### src/ccp_unit_pkg.sv
// Constants, register map and state layout of the capture/compare/PWM unit.
// Assumes a 50 MHz clock that stands for the oscillator (one Tosc per edge).
package ccp_unit_pkg;
  localparam int DATA_W = 32;
  localparam int ADDR_W = 10;
  // Register indices; byte address is four times the index
  localparam logic [7:0] IDX_UNIT_ONE_CONTROL = 8'h17;
  localparam logic [7:0] IDX_UNIT_TWO_CONTROL = 8'h1d;
  localparam logic [7:0] IDX_DUTY_MSB = 8'h30;
  localparam logic [7:0] IDX_DUTY_SHADOW = 8'h31;
  localparam logic [7:0] IDX_PERIOD = 8'h32;
  localparam logic [7:0] IDX_PERIOD_TIMER = 8'h33;
  localparam logic [7:0] IDX_TIMER_CONFIG = 8'h34;
  localparam logic [7:0] IDX_FLAGS = 8'h35;
  localparam logic [7:0] IDX_COMPANION_LO = 8'h36;
  localparam logic [7:0] IDX_COMPANION_HI = 8'h37;
  // Mode codes
  localparam logic [3:0] MODE_OFF = 4'h0;
  localparam logic [3:0] MODE_CAP_FALL = 4'h4;
  localparam logic [3:0] MODE_CAP_RISE = 4'h5;
  localparam logic [3:0] MODE_CAP_RISE4 = 4'h6;
  localparam logic [3:0] MODE_CAP_RISE16 = 4'h7;
  localparam logic [3:0] MODE_CMP_SET = 4'h8;
  localparam logic [3:0] MODE_CMP_CLR = 4'h9;
  localparam logic [3:0] MODE_CMP_SOFT = 4'ha;
  localparam logic [3:0] MODE_CMP_TRIG = 4'hb;
  localparam logic [1:0] PWM_TOP = 2'h3;
  localparam logic [1:0] CMP_TOP = 2'h2;
  localparam logic [1:0] CAP_TOP = 2'h1;
  // Edge counts for the capture prescale
  localparam logic [3:0] CAP_LAST_1 = 4'h0;
  localparam logic [3:0] CAP_LAST_4 = 4'h3;
  localparam logic [3:0] CAP_LAST_16 = 4'hf;
  // Timer prescale limits (1, 4, 16) in instruction cycles
  localparam logic [3:0] PRE_LAST_1 = 4'h0;
  localparam logic [3:0] PRE_LAST_4 = 4'h3;
  localparam logic [3:0] PRE_LAST_16 = 4'hf;
  localparam logic [1:0] PRE_SEL_1 = 2'h0;
  localparam logic [1:0] PRE_SEL_4 = 2'h1;
  // Oscillator periods per instruction cycle, last quarter index
  localparam int TOSC_PER_CYCLE = 4;
  localparam logic [1:0] Q_LAST = 2'(TOSC_PER_CYCLE - 1);
  localparam logic [7:0] RESET_PERIOD = 8'hff;
  localparam int FLAG_MATCH_BIT = 0;
  localparam int FLAG_TIMER_BIT = 1;

  typedef struct packed {
    logic [1:0] quarter;
    logic [3:0] presc;
    logic [7:0] timer;
    logic [7:0] period;
    logic [1:0] pre_sel;
    logic [3:0] post_sel;
    logic [3:0] post_cnt;
    logic [5:0] control;
    logic [7:0] duty_msb;
    logic [7:0] shadow;
    logic [1:0] lsb_latch;
    logic flag_match;
    logic flag_timer;
    logic pin;
    logic [15:0] companion;
    logic cap_prev;
    logic [3:0] cap_cnt;
    logic conv_start;
    logic waitreq;
    logic [31:0] rdata;
  } state_t;
endpackage

### src/ccp_unit.sv
// Capture/compare/PWM unit with its period timer and companion timer.
// Assumes an Avalon-MM master and a capture pin synchronous to clock_in.
`timescale 1ns/1ps
module ccp_unit import ccp_unit_pkg::*; #(
  parameter bit SECOND_UNIT = 1'b0
) (
  input wire logic clock_in,
  input wire logic rst_in,
  input wire logic [ADDR_W-1:0] address_in,
  input wire logic read_in,
  input wire logic write_in,
  input wire logic [DATA_W-1:0] writedata_in,
  input wire logic [3:0] byteenable_in,
  output logic [DATA_W-1:0] readdata_out,
  output logic waitrequest_out,
  input wire logic capture_pin_in,
  output logic unit_output_pin_out,
  output logic conversion_start_out
);
  localparam logic [7:0] CTRL_IDX =
    SECOND_UNIT ? IDX_UNIT_TWO_CONTROL : IDX_UNIT_ONE_CONTROL;

  state_t s_reg;
  state_t s_next;
  logic [7:0] idx;
  logic wr_ok;
  logic rd_ok;
  logic [3:0] mode;
  logic is_pwm;
  logic is_cmp;
  logic is_cap;
  logic cycle_end;
  logic [3:0] pre_last;
  logic inc_tick;
  logic pmatch;
  logic [1:0] quarter_step;
  logic [3:0] presc_step;
  logic [7:0] timer_step;
  logic [1:0] ext_bits;
  logic [9:0] duty_word;
  logic duty_hit;
  logic cmp_evt;
  logic rise;
  logic fall;
  logic cap_edge;
  logic [3:0] cap_last;
  logic cap_evt;

  assign idx = address_in[ADDR_W-1:2];
  assign wr_ok = write_in && !s_reg.waitreq && byteenable_in[0];
  assign rd_ok = read_in && s_reg.waitreq;
  assign mode = s_reg.control[3:0];
  assign is_pwm = mode[3:2] == PWM_TOP;
  assign is_cmp = mode[3:2] == CMP_TOP;
  assign is_cap = mode[3:2] == CAP_TOP;
  assign cycle_end = s_reg.quarter == Q_LAST;
  assign pre_last = (s_reg.pre_sel == PRE_SEL_1) ? PRE_LAST_1 :
                    (s_reg.pre_sel == PRE_SEL_4) ? PRE_LAST_4 : PRE_LAST_16;
  // Period timer step: 4 Tosc times prescale
  assign inc_tick = cycle_end && (s_reg.presc == pre_last);
  assign pmatch = inc_tick && (s_reg.timer == s_reg.period);
  // Count value that the next edge brings
  assign quarter_step = s_reg.quarter + 2'h1;
  assign presc_step = !cycle_end ? s_reg.presc :
                      (s_reg.presc == pre_last) ? 4'h0 : s_reg.presc + 4'h1;
  assign timer_step = inc_tick ? s_reg.timer + 8'h1 : s_reg.timer;
  // Two low bits below the timer from quarter clock or prescaler
  assign ext_bits = (s_reg.pre_sel == PRE_SEL_1) ? quarter_step :
                    (s_reg.pre_sel == PRE_SEL_4) ? presc_step[1:0] :
                    presc_step[3:2];
  // Pin falls at the edge where the count reaches the duty
  assign duty_word = {s_reg.duty_msb, s_reg.control[5:4]};
  assign duty_hit = {s_reg.shadow, s_reg.lsb_latch} ==
                    {timer_step, ext_bits};
  assign cmp_evt = is_cmp && (s_reg.quarter == 2'h0) &&
                   (s_reg.companion == {s_reg.shadow, s_reg.duty_msb});
  assign rise = capture_pin_in && !s_reg.cap_prev;
  assign fall = !capture_pin_in && s_reg.cap_prev;
  assign cap_edge = (mode == MODE_CAP_FALL) ? fall : rise;
  assign cap_last = (mode == MODE_CAP_RISE4) ? CAP_LAST_4 :
                    (mode == MODE_CAP_RISE16) ? CAP_LAST_16 : CAP_LAST_1;
  assign cap_evt = is_cap && cap_edge && (s_reg.cap_cnt == cap_last);

  always_comb
  begin
    s_next = s_reg;
    s_next.conv_start = 1'b0;
    s_next.cap_prev = capture_pin_in;
    // Instruction-cycle quarters and timer prescaler
    s_next.quarter = s_reg.quarter + 2'h1;
    if (cycle_end)
    begin
      s_next.presc = (s_reg.presc == pre_last) ? 4'h0 : s_reg.presc + 4'h1;
      s_next.companion = s_reg.companion + 16'h1;
    end
    if (inc_tick)
    begin
      s_next.timer = s_reg.timer + 8'h1;
    end
    if (pmatch)
    begin
      s_next.timer = 8'h0;
      // Postscaler only paces the timer flag
      if (s_reg.post_cnt == s_reg.post_sel)
      begin
        s_next.post_cnt = 4'h0;
        s_next.flag_timer = 1'b1;
      end
      else
      begin
        s_next.post_cnt = s_reg.post_cnt + 4'h1;
      end
    end
    // PWM output; a duty past the period never matches
    if (is_pwm)
    begin
      if (pmatch)
      begin
        s_next.shadow = s_reg.duty_msb;
        s_next.lsb_latch = s_reg.control[5:4];
        s_next.pin = {s_reg.duty_msb, s_reg.control[5:4]} != 10'h0;
      end
      else if (duty_hit)
      begin
        s_next.pin = 1'b0;
      end
    end
    // Compare modes
    if (cmp_evt)
    begin
      s_next.flag_match = 1'b1;
      if (mode == MODE_CMP_SET)
      begin
        s_next.pin = 1'b1;
      end
      else if (mode == MODE_CMP_CLR)
      begin
        s_next.pin = 1'b0;
      end
      else if (mode == MODE_CMP_TRIG)
      begin
        s_next.companion = 16'h0;
        s_next.conv_start = SECOND_UNIT;
      end
    end
    // Capture modes with edge prescale
    if (is_cap && cap_edge)
    begin
      s_next.cap_cnt = (s_reg.cap_cnt == cap_last) ? 4'h0 :
                       s_reg.cap_cnt + 4'h1;
    end
    if (cap_evt)
    begin
      s_next.duty_msb = s_reg.companion[7:0];
      s_next.shadow = s_reg.companion[15:8];
      s_next.flag_match = 1'b1;
    end
    // Bus: one wait cycle, write at the edge waitrequest is low
    s_next.waitreq = !((read_in || write_in) && s_reg.waitreq);
    if (rd_ok)
    begin
      s_next.rdata = 32'h0;
      case (idx)
        CTRL_IDX: s_next.rdata = {26'h0, s_reg.control};
        IDX_DUTY_MSB: s_next.rdata = {24'h0, s_reg.duty_msb};
        IDX_DUTY_SHADOW: s_next.rdata = {24'h0, s_reg.shadow};
        IDX_PERIOD: s_next.rdata = {24'h0, s_reg.period};
        IDX_PERIOD_TIMER: s_next.rdata = {24'h0, s_reg.timer};
        IDX_TIMER_CONFIG: s_next.rdata = {26'h0, s_reg.post_sel,
                                          s_reg.pre_sel};
        IDX_FLAGS: s_next.rdata = {30'h0, s_reg.flag_timer,
                                   s_reg.flag_match};
        IDX_COMPANION_LO: s_next.rdata = {24'h0, s_reg.companion[7:0]};
        IDX_COMPANION_HI: s_next.rdata = {24'h0, s_reg.companion[15:8]};
        default: s_next.rdata = 32'h0;
      endcase
    end
    if (wr_ok)
    begin
      case (idx)
        CTRL_IDX:
        begin
          s_next.control = writedata_in[5:0];
          if (writedata_in[3:0] != mode)
          begin
            s_next.cap_cnt = 4'h0;
          end
          if (writedata_in[3:0] == MODE_OFF)
          begin
            s_next.pin = 1'b0;
            s_next.cap_cnt = 4'h0;
          end
        end
        IDX_DUTY_MSB: s_next.duty_msb = writedata_in[7:0];
        IDX_DUTY_SHADOW:
        begin
          if (!is_pwm)
          begin
            s_next.shadow = writedata_in[7:0];
          end
        end
        IDX_PERIOD: s_next.period = writedata_in[7:0];
        IDX_PERIOD_TIMER:
        begin
          s_next.timer = writedata_in[7:0];
          s_next.presc = 4'h0;
        end
        IDX_TIMER_CONFIG:
        begin
          s_next.pre_sel = writedata_in[1:0];
          s_next.post_sel = writedata_in[5:2];
        end
        IDX_FLAGS:
        begin
          // Write one clears; a same-cycle event still sets
          s_next.flag_match = (s_reg.flag_match &&
            !writedata_in[FLAG_MATCH_BIT]) || cmp_evt || cap_evt;
          s_next.flag_timer = (s_reg.flag_timer &&
            !writedata_in[FLAG_TIMER_BIT]) ||
            (pmatch && s_reg.post_cnt == s_reg.post_sel);
        end
        default:
        begin
          s_next.rdata = s_reg.rdata;
        end
      endcase
    end
  end

  always_ff @(posedge clock_in or posedge rst_in)
  begin
    if (rst_in)
    begin
      s_reg <= '{quarter: 2'h0, presc: 4'h0, timer: 8'h0,
                 period: RESET_PERIOD, pre_sel: 2'h0, post_sel: 4'h0,
                 post_cnt: 4'h0, control: 6'h0, duty_msb: 8'h0,
                 shadow: 8'h0, lsb_latch: 2'h0, flag_match: 1'b0,
                 flag_timer: 1'b0, pin: 1'b0, companion: 16'h0,
                 cap_prev: 1'b0, cap_cnt: 4'h0, conv_start: 1'b0,
                 waitreq: 1'b1, rdata: 32'h0};
    end
    else
    begin
      s_reg <= s_next;
    end
  end

  assign readdata_out = s_reg.rdata;
  assign waitrequest_out = s_reg.waitreq;
  assign unit_output_pin_out = s_reg.pin;
  assign conversion_start_out = s_reg.conv_start;
endmodule // ccp_unit

### config.mk
export PLATFORM = sky130hd
export DESIGN_NAME = ccp_unit
export DESIGN_NICKNAME = d
export VERILOG_FILES = /design/src/ccp_unit_pkg.sv /design/src/ccp_unit.sv
export SDC_FILE = /design/constraint.sdc
export NUM_CORES = 1
export LEC_CHECK = 0
export ABC_AREA = 1
export BUFFER_PORTS_ARGS = -buffer_cell sky130_fd_sc_hd__buf_2
export CORE_MARGIN = 2
export CORE_UTILIZATION = 63
export DETAILED_ROUTE_END_ITERATION = 8
export PLACE_DENSITY = 0.83
export SLEW_MARGIN = 10
export SYNTH_ARGS = -nofsm -noshare
export SYNTH_HDL_FRONTEND = slang
export SYNTH_SLANG_ARGS = --single-unit
### constraint.sdc
create_clock -name clock_in -period 7.1 [get_ports clock_in]
set_clock_uncertainty 0.05 [all_clocks]
set_input_delay 1.42 -clock clock_in [delete_from_list [all_inputs] [get_ports clock_in]]
set_output_delay 1.42 -clock clock_in [all_outputs]
set_load 0.005 [all_outputs]
==> flow_summary.ini, run 1 <==
[yosys]
synth_area_sq_um = 5819
async_reset_ff_share_pct = 100.0
ys_seq_area_share_pct = 38.46
yosys.area.top_type = dfrtp_1
synthDistinctLibCells = 48
ys_top_cells_by_area = dfrtp_1 34%, nand2_1 12%, inv_1 6.7%
post_synth.cell_area_avg_sq_um = 7.348
synth_common_cells = 182 x nand2_1, 104 x inv_1, 80 x dfrtp_1
synth_top_area_share_pct = 34.40
synth_warnings = 0
synth-edff-count = 0
syn_inst = 792
synth_ff_type = dfrtp_1
synth_seq_cells = 89
synth_most_common_cell = nand2_1

[sta]
setup-tns-final_ps = 0
slew_headroom_pct = 31.25
min_period_ps = 3211
fin_ws_ps = 3889
drv_slew = 0
setup_violations = 0
hold_viol = 0
max_freq_mhz = 311.4
rsz0062_at_grt = no
worst_slew_pin_slew_ps = 1027
period_share_pct = 45.22

[placement]
pre_cts_ws_ps = 3520
gp_congestion = 1.054
place_area_sq_um = 5873
hpwl_um = 13100
io_buffers = 31

[run]
max_cap_viol_count = 0

[hold_path]
min_path_type = flip-flop to flip-flop
hp-start = readdata_out[5]
worstHoldPathCells = 2
whs_endpoint = readdata_out[5]

[route]
totalWireLength_um = 17290
ant_nets = 0
vias = 5553
drc_errors = 0
drtPass1Iterations = 6
drt_iter0_drc = 448
viasPerCell = 6.016
drt-wirelength-per-cell_um = 18.73

[clocking]
cts_hold_buf = 0
cts.sinks = 89
post_cts_buffers = 0
cts-root-buf = clkbuf_8
clock_latency_ps = 380
numCtsBuffers = 9
ctsResizeCount = 0
cts_max_path_buffers = 2
clkTransAtPathRegs_ps = 100
htree_levels = 3
cts_tree = yes

[critical_path]
worstRegToRegCells = 8
r2r_slack_ps = 4190
r2r_start = s_reg[112]
endpoint_kind = flip-flop
start_kind = input pin
r2r-end = s_reg[65]
cp_max_fo = 16
worstPathRequired_ps = 7290
critPathArrivalTime_ps = 3400
critical_path_class = input pin to flip-flop

[status]
status = finished, final reports clean

[finish]
final_area_sq_um = 6085
n_antenna_cell = 0
fin_util_pct = 66.80
largest_reg_flops = 65
syn2layout_area_growth_pct = 4.558
drive_gt1_share_pct = 9.975
nNetsFinal = 865
fill_cells = 803

[global_routing]
grt_pass1_vias = 5184
overflow = 0
track_usage_pct = 36.00
grt_pass1_wl_um = 27500
antenna_found_initial = 0
grt_max_degree = 52

[power_and_ir_drop]
p_per_area_nw_per_um2 = 207.4
ir_drop_mv = 0.09772
power.leakage_nw = 2.955
p_total_mw = 1.262

[floorplan]
core_area_sq_um = 9109
die-area_sq_um = 10020
ios = 86
initial_core_util_pct = 63.89
die_height_um = 100.1
std_cell_rows = 35
die_x_um = 100.1
routing by layer:
| metal | wire [um] | global-route usage, % | vias up |
|---|---|---|---|
| li1 | - | - | 2581 |
| met3 | 1441 | 5.641 | 39 |
| met5 | 0 | 0 | - |
| met4 | 452 | 12.33 | 0 |
| met2 | 8173 | 58.06 | 288 |
| met1 | 7218 | 49.91 | 2645 |
how the worst max path moves through the flow:
stage | endpoint | slack, ps | startpoint | cells after the start
global placement | s_reg[64] | 3540 | address_in[9] | 8
CTS | s_reg[60] | 3910 | address_in[9] | 8
global route | s_reg[62] | 3710 | address_in[9] | 8
detailed placement | s_reg[60] | 3520 | address_in[9] | 8
floorplan | duty_word[0] | 3340 | rst_in | 1
finish | s_reg[63] | 3890 | address_in[9] | 8
cells in the final DEF, fill, tap and decap left out, drive strengths merged:
cell type	Yosys	layout
clkinv	0	4
xor2	27	27
buf	39	32
a21oi	12	12
nand2	187	187
o41ai	1	1
a221oi	3	3
nor4	10	10
nor3	21	21
nand3b	1	1
o22ai	32	32
nand4	18	18
nor3b	1	1
ha	7	7
a211oi	1	1
or2	3	3
xnor2	10	10
and2	1	1
o21a	1	1
clkbuf	13	10
nor2	65	65
o21ai	68	68
conb	1	25
nand3	50	50
o211ai	13	13
a31oi	3	3
o221ai	1	1
dfstp	9	9
dfrtp	80	80
inv	111	112
bufinv	0	1
a2111o	1	1
o2111ai	1	1
mux2	1	1
power by group:
part / total [mW] / internal (mW) / leakage [nW] / switching (mW)
logic: 0.276 / 0.0999 / 1.79 / 0.176
clock network: 0.383 / 0.177 / 0.107 / 0.206
registers: 0.604 / 0.544 / 1.06 / 0.0598
total: 1.26 / 0.821 / 2.96 / 0.441
critical path: stages:
cell,delay (ps)
buf_2,100
or2_1,260
nor3_4,300
nand3_1,340
inv_1,160
nand3_1,440
o211ai_1,270
o21ai_1,100
cell type report:
type / instances / area (sq um) / share of cell area (%)
Sequential cell: 89 / 2238 / 36.79
Clock buffer: 10 / 137.6 / 2.262
Timing Repair Buffer: 32 / 162.7 / 2.673
Tap cell: 111 / 138.9 / 2.283
Inverter: 111 / 417.9 / 6.868
Clock inverter: 6 / 73.82 / 1.213
Multi-Input combinational cell: 564 / 2915 / 47.91
kinds of logic (layout without fill, tap and decap cells):
family,count (synthesis),count (layout),synth area share (%)
multiplexers,1,1,0.1935
AND/OR/NAND/NOR,357,357,27.39
other,1,25,0.06444
AO/OA/AOI/OAI,137,137,13.83
flip-flops,89,89,38.46
buffers and inverters,163,159,12.99
XOR/XNOR,37,37,5.569
adder cells (fa/ha/maj),7,7,1.505
through the flow:
stage               std cells  hold slack (ps)
floorplan                 816            391.5
global placement          907            408.9
detailed placement        907            415.2
CTS                       923            440.4
global route              923            455.7
finish                    923            440.9
Note: power is estimated with default switching activity, not from simulation.
==> run 2: changes to the inputs <==
Settings changed: CORE_UTILIZATION 63 to 52, PLACE_DENSITY 0.83 to 0.73.
Clock period 7.1 ns to 2.9 ns, I/O delays scaled along.
==> flow_summary.ini, run 2 (synthesis gave the netlist of run 1 again) <==
[status]
status = finished, final reports clean

[global_routing]
track_usage_pct = 30.43
grt_pass1_vias = 5161
antenna_found_initial = 0
grt_max_degree = 90
grt_pass1_wl_um = 27010
overflow = 0

[critical_path]
cp_cell_sequence = ha_1 > nand3_4 > inv_1 > nand2_1 > nand2_1 > nand2_1 > nand2_1 > nor2_1 > nand2_1 > nor2_1 > nand2_1 > nand2_1 > nand2_1 > nand2_1 > a21oi_1
critical_path_depth = 15
endpoint_kind = flip-flop
r2r_start = s_reg[112]
startpoint = s_reg[112]
worstPathRequired_ps = 3140
critPathArrivalTime_ps = 2630
cp_max_fo = 13
cp_slowest_stage_delay_ps = 460
critPathTopFamily = simple AND/OR/NAND/NOR gates
cp_slowest_cell = ha_1
start_kind = flip-flop
cp_common_cell = nand2_1
worstRegToRegCells = 15
critical_path_class = flip-flop to flip-flop
path_buf_inv = 1

[sta]
worst_slew_pin_slew_ps = 764.2
setup_violations = 0
max_freq_mhz = 419.2
setup-tns-final_ps = 0
hold_viol = 0
period_share_pct = 82.26
whs_ps = 257.6
drv_slew = 0
rsz0062_at_grt = no
min_period_ps = 2386
fin_ws_ps = 514.3
slew_headroom_pct = 49.05

[floorplan]
die-area_sq_um = 12050
std_cell_rows = 38
die_height_um = 109.8
core_area_sq_um = 10890
ios = 86
initial_core_util_pct = 53.45
die_x_um = 109.8

[route]
drtPass1Iterations = 5
ant_nets = 0
drt-wirelength-per-cell_um = 18.19
viasPerCell = 5.712
drc_errors = 0
totalWireLength_um = 17440
drt_iter0_drc = 543
vias = 5478

[finish]
instances_no_fill = 959
layout_common_cells = 182 x nand2_1, 103 x inv_1, 80 x dfrtp_1
drive_gt1_share_pct = 10.38
largest_reg_flops = 65
nNetsFinal = 874
n_antenna_cell = 0
layout_commonest_cell = nand2_1
syn2layout_area_growth_pct = 5.762
fill_cells = 1026

[clocking]
htree_levels = 3
cts-root-buf = clkbuf_8
numCtsBuffers = 9
clkTransAtPathRegs_ps = 90
cts_tree = yes
post_cts_buffers = 0
ctsResizeCount = 0
cts.sinks = 89
clock_latency_ps = 370
cts_hold_buf = 0
cts_max_path_buffers = 2

[power_and_ir_drop]
intPower_mw = 1.931
power.leakage_nw = 2.976
p_total_mw = 2.923
p_sw_mw = 0.9921
p_per_area_nw_per_um2 = 474.9
sw_frac_of_total_pct = 33.94
clock_power_share_pct = 26.6
combPwrFrac_pct = 23.1
seq_power_share_pct = 50.3
ir_drop_mv = 0.2788

[placement]
hpwl_um = 13310
io_buffers = 31
dp.cells = 945
pre_cts_ws_ps = 331.7
gp_congestion = 0.9597

[run]
max_cap_viol_count = 0

[hold_path]
min_path_type = input pin to asynchronous set/reset pin
==> run 2: through the flow <==
| step | utilization (%) | cell area, sq um |
|---|---|---|
| global placement | 55.03 | 5992 |
| CTS | 56.53 | 6155 |
| floorplan | - | 5913 |
| finish | 56.53 | 6155 |
| global route | 56.53 | 6155 |
| detailed placement | 55.03 | 5992 |
==> run 2: worst paths after layout <==
kind / to / slack, ps
min reg2reg: readdata_out[5] / 440
max: unit_output_pin_out / 510
max reg2reg: unit_output_pin_out / 510
min: s_reg[49] / 260
max in group asynchronous: s_reg[44] / 2100
min in group clock_in: s_reg[38] / 290
==> run 2: layout make-up <==
class | count | area (sq um) | share of cell area (%)
multi-input combinational | 564 | 2915 | 47.37
sequential | 89 | 2238 | 36.37
inverter | 111 | 420.4 | 6.831
timing repair buffer | 41 | 242.7 | 3.944
tap | 140 | 175.2 | 2.846
clock buffer | 14 | 162.7 | 2.643
==> run 2: power by group through the flow <==
stage               clock network (mW)  logic (mW)  registers (mW)
floorplan                            0       0.580            1.43
global placement                     0       0.644            1.49
detailed placement                   0       0.661            1.49
CTS                              0.793       0.665            1.47
global route                     0.836       0.768            1.49
finish                           0.778       0.675            1.47
==> run 2: layer usage <==
metal,wire [um],share of wire (%),track usage [%]
met5,0,0,0
met4,585,3.4,12.39
met3,1321,7.6,5.572
met2,8148,47,48.69
met1,7388,42,40.57
==> run 2: worst reg2reg max path, stage by stage (launching register included) <==
cell,delay [ps]
dfrtp_1,380
ha_1,460
nand3_4,280
inv_1,230
nand2_1,120
nand2_1,100
nand2_1,50
nand2_1,70
nor2_1,40
nand2_1,90
nor2_1,50
nand2_1,100
nand2_1,60
nand2_1,60
nand2_1,50
a21oi_1,130
